==> config.mk <==
export PLATFORM = sky130hd
export DESIGN_NAME = mil_top
export DESIGN_NICKNAME = d
export VERILOG_FILES = /design/src/design/mil_pkg.sv /design/src/design/mil_top.sv
export SDC_FILE = /design/constraint.sdc
export NUM_CORES = 1
export LEC_CHECK = 0
export BUFFER_PORTS_ARGS = -buffer_cell sky130_fd_sc_hd__buf_4
export CAP_MARGIN = 20
export CELL_PAD_IN_SITES_DETAIL_PLACEMENT = 0
export CELL_PAD_IN_SITES_GLOBAL_PLACEMENT = 1
export CORE_ASPECT_RATIO = 2
export CORE_MARGIN = 3
export CORE_UTILIZATION = 43
export CTS_CLUSTER_DIAMETER = 120
export DETAILED_ROUTE_END_ITERATION = 16
export PLACE_DENSITY = 0.86
export SKIP_CTS_REPAIR_TIMING = 1
export SYNTH_ARGS = -nofsm -noshare
export SYNTH_HDL_FRONTEND = slang
export SYNTH_SLANG_ARGS = --single-unit
==> constraint.sdc <==
create_clock -name clk_i -period 3.6 [get_ports clk_i]
set_clock_uncertainty 0.2 [all_clocks]
set_input_delay 0.9 -clock clk_i [delete_from_list [all_inputs] [get_ports clk_i]]
set_output_delay 0.9 -clock clk_i [all_outputs]
set_load 0.05 [all_outputs]
==> src/design/mil_pkg.sv <==
// Shared constants for the monitor interrupt logic
package mil_pkg;

  // ----------------------------------------
  // Register offsets
  // ----------------------------------------
  localparam logic [7:0] HW_TEMP_LIMIT_A_ADDR = 8'h13;
  localparam logic [7:0] HW_TEMP_LIMIT_B_ADDR = 8'h14;
  localparam logic [7:0] CHANNEL_MODE_ADDR = 8'h16;
  localparam logic [7:0] HW_TEMP_LIMIT_C_ADDR = 8'h17;
  localparam logic [7:0] HW_TEMP_LIMIT_D_ADDR = 8'h18;
  localparam logic [7:0] FAN_OUT_ADDR = 8'h19;
  localparam logic [7:0] FIRST_CONFIG_ADDR = 8'h40;
  localparam logic [7:0] STATUS_A_ADDR = 8'h41;
  localparam logic [7:0] STATUS_MIRROR_B_ADDR = 8'h42;
  localparam logic [7:0] STATUS_B_ADDR = 8'h43;
  localparam logic [7:0] MASK_A_ADDR = 8'h44;
  localparam logic [7:0] MASK_B_ADDR = 8'h45;
  localparam logic [7:0] INTRUSION_CLEAR_ADDR = 8'h46;
  localparam logic [7:0] SECOND_CONFIG_ADDR = 8'h4A;
  localparam logic [7:0] STATUS_MIRROR_A_ADDR = 8'h4C;

  // ----------------------------------------
  // Field positions
  // ----------------------------------------
  localparam int CFG1_START_BIT = 0;
  localparam int CFG1_INT_EN_BIT = 1;
  localparam int CFG1_THERMAL_ALARM_N_EN_BIT = 2;
  localparam int CFG1_INT_CLR_BIT = 3;
  localparam int CFG1_THERMAL_ALARM_N_CLR_BIT = 6;
  localparam int CFG2_TEMP_MASK_BIT = 0;
  localparam int CFG2_ACPI_BIT = 3;
  localparam int CFG2_REQ_EN_LO_BIT = 6;
  localparam int CHMODE_REQ_EN_LO_BIT = 4;
  localparam int CHMODE_REQ_MODE_BIT = 7;
  localparam int INTRUSION_CLR_BIT = 7;
  localparam int STATUS_INTRUSION_IDX = 12;
  localparam int STATUS_THERMAL_ALARM_N_IDX = 13;

  // ----------------------------------------
  // Reset values and fixed codes
  // ----------------------------------------
  localparam logic [7:0] FIRST_CONFIG_RST = 8'h08;
  localparam logic [7:0] REG_RST = 8'h00;
  localparam logic [7:0] HW_LIMIT_RST = 8'hFF;
  localparam logic [7:0] FAN_FULL = 8'hFF;
  localparam logic [15:0] TEMP_STATUS_BITS = 16'h2030;
  localparam logic [4:0] REQ_ACTIVE_LOW = 5'h07;

  // ----------------------------------------
  // Timing
  // ----------------------------------------
  localparam int CLK_HZ = 40000000;
  localparam int INTRUSION_CLR_MS = 20;
  localparam int INTRUSION_CLR_CYCLES = INTRUSION_CLR_MS * (CLK_HZ / 1000);
  localparam int INTRUSION_CNT_W = 20;

  // Last comparison outcome of a temperature channel
  typedef enum logic [1:0] {
    MIL_IN_LIMIT,
    MIL_ABOVE,
    MIL_BELOW
  } mil_kind_t;

endpackage : mil_pkg

==> src/design/mil_top.sv <==
// Interrupt logic of a system hardware monitor
// Functional notes
// Intrusion pin: active-high input, open-drain clear driver
// Intrusion interrupt held while external latch set
// Intrusion clear bit drives pin low 20 ms
// Each stored measurement sets or clears status bit
// Mask bit high blocks its status bit
// Unmasked status bits ORed onto interrupt pin
// Interrupt pin needs enable high, clear low
// Mode bit turns voltage-ID pins into requests
// Requests level-sensitive; first three active low
// Each request individually enabled by config bits
// Requests not latched; source must drop them
// Status read returns value then clears it
// Interrupt clear bit leaves status untouched
// Mirrors copy status updates, never cleared by reads
// Temperature over soft or hardware limit interrupts
// Cleared high alarm rearms only on new cause
// Cleared low alarm rearms only on new cause
// External thermal pin low sets thermal status
// Thermal output enable and mode select bits
// Config bit masks temperature from interrupt pin
// External thermal low forces fan output full
// Interrupt clear bit halts monitoring
// Interrupt and thermal pins only pull low
`timescale 1ns/1ps
`default_nettype none

module mil_top
  import mil_pkg::*;
#(
  parameter int INTRUSION_CYCLES = mil_pkg::INTRUSION_CLR_CYCLES,
  parameter int NUM_REQ = 5
) (
  // Clock, reset, enable
  input wire logic clk_i,
  input wire logic rstn_i,
  input wire logic ce_i,
  // Register port
  input wire logic [7:0] reg_addr_i,
  input wire logic [7:0] reg_wdata_i,
  input wire logic reg_wr_i,
  input wire logic reg_rd_i,
  output logic [7:0] reg_rdata_o,
  // Measurement results
  input wire logic meas_valid_i,
  input wire logic [3:0] meas_index_i,
  input wire logic [7:0] meas_value_i,
  input wire logic [7:0] meas_hi_lim_i,
  input wire logic [7:0] meas_lo_lim_i,
  input wire logic meas_lim_new_i,
  input wire logic meas_temp_i,
  input wire logic [1:0] meas_hw_sel_i,
  output logic monitor_run_o,
  // Interrupt pin
  output logic int_pin_o,
  output logic int_pin_oe_o,
  // Thermal pin
  input wire logic thermal_alarm_n_i,
  output logic thermal_alarm_n_o,
  output logic thermal_alarm_n_oe_o,
  // Intrusion pin
  input wire logic intrusion_pin_i,
  output logic intrusion_pin_o,
  output logic intrusion_pin_oe_o,
  // Voltage-ID / request pins
  input wire logic [NUM_REQ-1:0] cpu_voltage_code_i,
  // Fan control
  output logic [7:0] fan_ctrl_o
);

  // ----------------------------------------
  // Helpers
  // ----------------------------------------
  function automatic mil_kind_t classify(input logic [7:0] v, input logic [7:0] hi,
                                         input logic [7:0] lo);
    if (v > hi) begin
      return MIL_ABOVE;
    end else if (v < lo) begin
      return MIL_BELOW;
    end
    return MIL_IN_LIMIT;
  endfunction : classify

  function automatic logic [7:0] hw_limit(input logic [1:0] sel, input logic [31:0] lims);
    return lims[sel*8 +: 8];
  endfunction : hw_limit

  // ----------------------------------------
  // State
  // ----------------------------------------
  logic [7:0] first_config, next_first_config;
  logic [7:0] second_config, next_second_config;
  logic [7:0] channel_mode, next_channel_mode;
  logic [31:0] hw_lims, next_hw_lims;
  logic [15:0] status, next_status;
  logic [15:0] mirror, next_mirror;
  logic [15:0] mask, next_mask;
  logic [7:0] fan_reg, next_fan_reg;
  logic [7:0] rdata, next_rdata;
  mil_kind_t kind [16];
  mil_kind_t next_kind [16];
  logic thermal_alarm_n_act, next_thermal_alarm_n_act;
  logic [INTRUSION_CNT_W-1:0] intr_cnt, next_intr_cnt;
  logic intr_clearing;
  logic thermal_alarm_n_ext;
  logic [NUM_REQ-1:0] req_en;
  logic [NUM_REQ-1:0] req_act;
  logic req_any;
  logic temp_hit;
  logic meas_ok;
  mil_kind_t new_kind;
  logic hw_over;
  logic [15:0] int_mask;

  // ----------------------------------------
  // Combinational decode
  // ----------------------------------------
  always_comb begin
    intr_clearing = (intr_cnt != '0);
    // Our own drive also pulls the pin low, so only a foreign low counts
    thermal_alarm_n_ext = !thermal_alarm_n_i && !thermal_alarm_n_oe_o;
    // Monitoring pauses while the interrupt clear bit stands
    meas_ok = meas_valid_i && first_config[CFG1_START_BIT]
              && !first_config[CFG1_INT_CLR_BIT];
    new_kind = classify(meas_value_i, meas_hi_lim_i, meas_lo_lim_i);
    hw_over = meas_temp_i && (meas_value_i > hw_limit(meas_hw_sel_i, hw_lims));
    if (hw_over) begin
      new_kind = MIL_ABOVE;
    end
    for (int i = 0; i < NUM_REQ; i++) begin
      if (i < 3) begin
        req_en[i] = channel_mode[CHMODE_REQ_EN_LO_BIT + i];
      end else begin
        req_en[i] = second_config[CFG2_REQ_EN_LO_BIT + i - 3];
      end
      // Level only, nothing held: the source must drop it itself
      req_act[i] = (cpu_voltage_code_i[i] ^ REQ_ACTIVE_LOW[i]) && req_en[i];
    end
    req_any = channel_mode[CHMODE_REQ_MODE_BIT] && (|req_act);
    int_mask = mask;
    if (second_config[CFG2_TEMP_MASK_BIT]) begin
      int_mask = mask | TEMP_STATUS_BITS;
    end
    temp_hit = meas_ok && meas_temp_i
               && ((second_config[CFG2_ACPI_BIT]) ? hw_over : (new_kind == MIL_ABOVE));
  end

  // ----------------------------------------
  // Next-state logic
  // ----------------------------------------
  always_comb begin
    next_first_config = first_config;
    next_second_config = second_config;
    next_channel_mode = channel_mode;
    next_hw_lims = hw_lims;
    next_status = status;
    next_mirror = mirror;
    next_mask = mask;
    next_fan_reg = fan_reg;
    next_rdata = rdata;
    next_kind = kind;
    next_thermal_alarm_n_act = thermal_alarm_n_act;
    next_intr_cnt = intr_cnt;

    // Register writes
    if (reg_wr_i) begin
      unique case (reg_addr_i)
        HW_TEMP_LIMIT_A_ADDR: next_hw_lims[7:0] = reg_wdata_i;
        HW_TEMP_LIMIT_B_ADDR: next_hw_lims[15:8] = reg_wdata_i;
        HW_TEMP_LIMIT_C_ADDR: next_hw_lims[23:16] = reg_wdata_i;
        HW_TEMP_LIMIT_D_ADDR: next_hw_lims[31:24] = reg_wdata_i;
        CHANNEL_MODE_ADDR: next_channel_mode = reg_wdata_i;
        FAN_OUT_ADDR: next_fan_reg = reg_wdata_i;
        FIRST_CONFIG_ADDR: next_first_config = reg_wdata_i;
        SECOND_CONFIG_ADDR: next_second_config = reg_wdata_i;
        MASK_A_ADDR: next_mask[7:0] = reg_wdata_i;
        MASK_B_ADDR: next_mask[15:8] = reg_wdata_i;
        INTRUSION_CLEAR_ADDR: begin
          if (reg_wdata_i[INTRUSION_CLR_BIT]) begin
            next_intr_cnt = INTRUSION_CNT_W'(INTRUSION_CYCLES);
          end
        end
        default: ;
      endcase
    end else if (intr_clearing) begin
      next_intr_cnt = intr_cnt - 1'b1;
    end

    // Register reads, answered one cycle later
    if (reg_rd_i) begin
      unique case (reg_addr_i)
        HW_TEMP_LIMIT_A_ADDR: next_rdata = hw_lims[7:0];
        HW_TEMP_LIMIT_B_ADDR: next_rdata = hw_lims[15:8];
        HW_TEMP_LIMIT_C_ADDR: next_rdata = hw_lims[23:16];
        HW_TEMP_LIMIT_D_ADDR: next_rdata = hw_lims[31:24];
        CHANNEL_MODE_ADDR: next_rdata = channel_mode;
        FAN_OUT_ADDR: next_rdata = fan_reg;
        FIRST_CONFIG_ADDR: next_rdata = first_config;
        SECOND_CONFIG_ADDR: next_rdata = second_config;
        MASK_A_ADDR: next_rdata = mask[7:0];
        MASK_B_ADDR: next_rdata = mask[15:8];
        INTRUSION_CLEAR_ADDR: next_rdata = {intr_clearing, 7'h00};
        STATUS_A_ADDR: begin
          next_rdata = status[7:0];
          next_status[7:0] = 8'h00;
        end
        STATUS_B_ADDR: begin
          next_rdata = status[15:8];
          next_status[15:8] = 8'h00;
          if (!second_config[CFG2_ACPI_BIT]) begin
            next_thermal_alarm_n_act = 1'b0;
          end
        end
        STATUS_MIRROR_A_ADDR: next_rdata = mirror[7:0];
        STATUS_MIRROR_B_ADDR: next_rdata = mirror[15:8];
        default: next_rdata = 8'h00;
      endcase
    end

    // Measurement updates win over a clearing read in the same cycle
    if (meas_ok) begin
      if (meas_temp_i) begin
        next_kind[meas_index_i] = new_kind;
        if (new_kind == MIL_IN_LIMIT) begin
          next_status[meas_index_i] = 1'b0;
        end else if ((new_kind != kind[meas_index_i]) || meas_lim_new_i) begin
          // A cleared alarm stays quiet while the same side persists
          next_status[meas_index_i] = 1'b1;
        end
      end else begin
        next_status[meas_index_i] = (new_kind != MIL_IN_LIMIT);
      end
      next_mirror[meas_index_i] = next_status[meas_index_i];
    end

    // Intrusion level holds its bit; the pin is ignored while we pull it
    if (intrusion_pin_i && !intr_clearing) begin
      next_status[STATUS_INTRUSION_IDX] = 1'b1;
      next_mirror[STATUS_INTRUSION_IDX] = 1'b1;
    end
    if (thermal_alarm_n_ext) begin
      next_status[STATUS_THERMAL_ALARM_N_IDX] = 1'b1;
      next_mirror[STATUS_THERMAL_ALARM_N_IDX] = 1'b1;
    end

    // Thermal alarm state
    if (first_config[CFG1_THERMAL_ALARM_N_CLR_BIT]) begin
      next_thermal_alarm_n_act = 1'b0;
    end else if (temp_hit) begin
      next_thermal_alarm_n_act = 1'b1;
    end else if (meas_ok && meas_temp_i) begin
      if (second_config[CFG2_ACPI_BIT] ? !hw_over : (new_kind == MIL_BELOW)) begin
        next_thermal_alarm_n_act = 1'b0;
      end
    end
  end

  // ----------------------------------------
  // Registers
  // ----------------------------------------
  always_ff @(posedge clk_i or negedge rstn_i) begin
    if (!rstn_i) begin
      first_config <= FIRST_CONFIG_RST;
      second_config <= REG_RST;
      channel_mode <= REG_RST;
      hw_lims <= {4{HW_LIMIT_RST}};
      status <= '0;
      mirror <= '0;
      mask <= '0;
      fan_reg <= REG_RST;
      rdata <= REG_RST;
      kind <= '{default: MIL_IN_LIMIT};
      thermal_alarm_n_act <= 1'b0;
      intr_cnt <= '0;
    end else if (ce_i) begin
      first_config <= next_first_config;
      second_config <= next_second_config;
      channel_mode <= next_channel_mode;
      hw_lims <= next_hw_lims;
      status <= next_status;
      mirror <= next_mirror;
      mask <= next_mask;
      fan_reg <= next_fan_reg;
      rdata <= next_rdata;
      kind <= next_kind;
      thermal_alarm_n_act <= next_thermal_alarm_n_act;
      intr_cnt <= next_intr_cnt;
    end
  end

  // ----------------------------------------
  // Outputs
  // ----------------------------------------
  always_comb begin
    reg_rdata_o = rdata;
    monitor_run_o = first_config[CFG1_START_BIT] && !first_config[CFG1_INT_CLR_BIT];
    // Mirrors are not part of this OR; status is untouched by the clear bit
    int_pin_o = 1'b0;
    int_pin_oe_o = first_config[CFG1_INT_EN_BIT] && !first_config[CFG1_INT_CLR_BIT]
                   && ((|(status & ~int_mask)) || req_any);
    thermal_alarm_n_o = 1'b0;
    thermal_alarm_n_oe_o = first_config[CFG1_THERMAL_ALARM_N_EN_BIT] && thermal_alarm_n_act;
    intrusion_pin_o = 1'b0;
    intrusion_pin_oe_o = intr_clearing;
    fan_ctrl_o = thermal_alarm_n_ext ? FAN_FULL : fan_reg;
  end

endmodule : mil_top

`default_nettype wire

==> impl_results.md <==
* Sequential area share after synthesis at 0.450
* Yosys warns at 0
* WL/cell at 23.4 µm
* Pwr dens at 412 mW/mm²
* Final Max Slew Viols at 0
* FF-to-FF setup slack at 0.05 ns
* Ranking of synthesized cells by area: dfrtp_1 (36%), mux2_2 (14%), dfstp_2 (8.9%), mux4_2 (4.4%), nand2_1 (3.1%)
* Largest regs: hw_lims x32, kind x32, intr_cnt x20
* Final min period at 3.76 ns
* H-tree Lvls at 4
* Pleak at 5.43 nW
* I/O pins at 84
* Most used cell, CP: buf_6
* Vias per cell at 6.10
* Vias in the first global route at 8,498
* Standard-cell rows at 77
* CTS Buf Count at 17
* CP startpoint: meas_hw_sel_i[0]
* Largest area contributor in the netlist: dfrtp_1
* Post-synth cell types at 64
* Max Freq at 0.266 GHz
* CTS tree: built
* RSZ-0062 raised after global routing: yes
* Synthesized flop and latch total at 173
* Fin Hold WS at 0.250 ns
* Routed wire length at 31,400 µm
* Starting Density at 0.438
* Crit-path max FO at 7
* Slowest-stage cell, CP: mux4_2
* Tcrit/Tclk final at 1.05
* Crit-path max cell delay at 0.51 ns
* Peak supply drop at 0.289 mV
* Pin count of the biggest net entering global routing at 72
* Routed Antenna Nets at 0
* Synth top area share at 0.361
* Outcome: complete, but fails checks
* CP Capture Type: flip-flop
* Final instance area at 0.0119 mm²
* Post-Syn Area per Cell at 10.6 µm²
* Die X at 112 µm
* Worst-Margin Slew at 0.901 ns
* Diodes inserted at 0
* Area taken by multi-input logic gates at 0.00504 mm²
* R2R cell count at 15
* R2r endpoint: mirror[0]$_DFFE_PN0P_
* Area of the core at 0.0222 mm²
* CP startpoint kind: input pin
* Clock Power Share at 0.365
* Fin nets at 1,141
* Worst-path clk slew at 0.07 ns
* FILL cells at 2,009
* Fin worst setup slack at -0.164 ns
* Failing checks: setup timing
* Max clock buf depth at 2
* Residual DRC at 0
* CP arrival at 3.89 ns
* FF-to-FF Start: hw_lims[25]$_DFFE_PN1P_
* I/O Buffers at 80
* Critical path class: input pin to flip-flop
* Max-Cap Viols at 0
* Initial antenna violation count at 0
* First-pass GRT wire length at 48,200 µm
* Switching Fraction at 0.294
* Synth-to-layout area growth at 22.4%
* Worst skew pair latency at 0.44 ns
* Die area at 0.0245 mm²
* Reg area at 0.00437 mm²
* First DRT Iteration DRCs at 597
* Combinational share of power at 0.177
* Drt pass-1 iters at 6
* Post-synth EDFFs at 0
* Headroom to the max-slew limit at 0.397
* Placer Congestion at 0.950
* Layout cell share with drive strength beyond 1 at 0.392
* Int Power at 0.00346 W
* Global Route Usage Sum at 0.259
* Vias at 8,202
* Final Hold Viols at 0
* Post-Syn Instances at 918
* Die H at 218 µm
* Crit path to: mirror[0]$_DFFE_PN0P_
* Clk sinks at 173
* Worst path required time at 3.72 ns
* Synthesized cell area at 0.00971 mm²
* Crit path cell chain: buf_12, mux4_2, inv_2, ha_4, nor2b_1, o211ai_1, a21oi_2, o211a_1, o31a_1, a2111oi_4, buf_6, buf_6, a211oi_4, a211oi_4, buf_6, a21oi_2
* Share of flip-flops with an asynchronous set or reset at 1.00
* Total gr overflow at 0
* Ys flop type: dfrtp_1
* Root buf cell: clkbuf_16
* Reg power frac at 0.458
* NetSw at 0.00144 W
* Final Setup Violations at 25
* DP Area at 0.0111 mm²
* Hold Path Class: input pin to asynchronous set/reset pin
* Post-DP HPWL at 24,400 µm
[per-layer routing]
metal,vias to the layer above,wire length (µm),GRT usage
met5,-,0,0
met1,4089,9920,0.246
met4,0,2860,0.213
li1,3644,-,-
met3,135,1230,0.0427
met2,334,17400,0.477
[power by group through the flow]
stage               clock (W)  combinational (W)  sequential, W
floorplan                   0           0.000493        0.00224
global placement            0           0.000797        0.00227
detailed placement          0           0.000813        0.00227
CTS                   0.00182           0.000818        0.00224
global route          0.00190           0.000960        0.00226
finish                0.00179           0.000867        0.00224
[cells in the final DEF (no fill, tap or decap), drive strengths merged, types with 7 or more instances in the layout]
| cell type | netlist | layout |
|---|---|---|
| nand2b | 8 | 8 |
| buf | 12 | 175 |
| mux2 | 119 | 119 |
| nand4 | 9 | 9 |
| a22oi | 32 | 32 |
| nand2 | 81 | 81 |
| dfstp | 33 | 33 |
| nand3 | 25 | 25 |
| xnor2 | 8 | 8 |
| a211oi | 7 | 7 |
| inv | 46 | 51 |
| o21ai | 43 | 43 |
| nor2b | 9 | 9 |
| nor2 | 59 | 59 |
| mux4 | 19 | 19 |
| a31oi | 8 | 8 |
| a21oi | 32 | 32 |
| and3 | 8 | 8 |
| clkbuf | 46 | 17 |
| or2 | 13 | 13 |
| and2 | 13 | 13 |
| nor3 | 15 | 15 |
| a222oi | 10 | 10 |
| ha | 24 | 24 |
| dfrtp | 140 | 140 |
[cells in the mapped netlist (9+ instances only)]
cell / count
a222oi_1: 10
nand3_1: 25
or2_2: 13
mux4_2: 19
dfstp_2: 33
dfrtp_1: 140
nor2b_1: 9
a22oi_1: 32
mux2_2: 119
nor2_1: 59
clkbuf_1: 46
ha_1: 24
a21oi_1: 32
nand2_1: 81
nor3_1: 15
nand4_1: 9
and2_1: 13
o21ai_0: 42
inv_1: 46
[logic make-up (layout without fill, tap and decap cells)]
group           Yosys count  in the layout  synth area share
compound gates          193            193             0.142
xor+xnor                 14             14            0.0126
simple gates            266            266             0.134
fa+ha+maj                24             24            0.0309
buf+inv                 104            253            0.0419
mux                     143            143             0.187
flops                   173            173             0.450
other cells               1              3          0.000386
[worst max-delay path: cells and delay by family]
| kind | cells | cell delay (ns) |
|---|---|---|
| multiplexers | 1 | 0.51 |
| AND/OR/NAND/NOR | 1 | 0.12 |
| buffers and inverters | 5 | 0.67 |
| AO/OA/AOI/OAI | 8 | 1.48 |
| adder cells (fa/ha/maj) | 1 | 0.20 |
[final cells by class]
cell class | count | share of cell area
multi-input cells | 643 | 0.424
flip-flops and latches | 173 | 0.368
repair buffers | 175 | 0.117
clock buffers | 17 | 0.0358
well taps | 276 | 0.0291
inverters | 46 | 0.0145
clock inverters | 15 | 0.0116
[per-stage QoR]
| step | power (W) | setup WS, ns | setup TNS [ns] | instances | util |
|---|---|---|---|---|---|
| after global placement | 0.00307 | -0.680 | -18.31 | 1307 | 0.503 |
| after CTS | 0.00488 | -0.418 | -7.79 | 1339 | 0.528 |
| after detailed placement | 0.00309 | -0.763 | -20.78 | 1307 | 0.503 |
| after floorplan | 0.00273 | -0.480 | -10.68 | 920 | - |
| after global routing | 0.00513 | -0.296 | -5.77 | 1345 | 0.536 |
| final | 0.00490 | -0.164 | -2.60 | 1345 | 0.536 |
[how the worst min path moves through the flow]
stage / slack (ns) / to / start / cells after the start
finish: 0.25 / intr_cnt[15]$_DFFE_PN0P_ / rstn_i / 1
global route: 0.30 / intr_cnt[15]$_DFFE_PN0P_ / rstn_i / 1
CTS: 0.27 / intr_cnt[15]$_DFFE_PN0P_ / rstn_i / 1
detailed placement: 0.28 / reg_rdata_o[5]$_DFFE_PN0P_ / reg_rdata_o[5]$_DFFE_PN0P_ / 2
global placement: 0.27 / reg_rdata_o[5]$_DFFE_PN0P_ / reg_rdata_o[5]$_DFFE_PN0P_ / 2
floorplan: 0.27 / mirror[12]$_DFFE_PN0P_ / mirror[12]$_DFFE_PN0P_ / 2
Note: power is estimated with default switching activity, not from simulation.
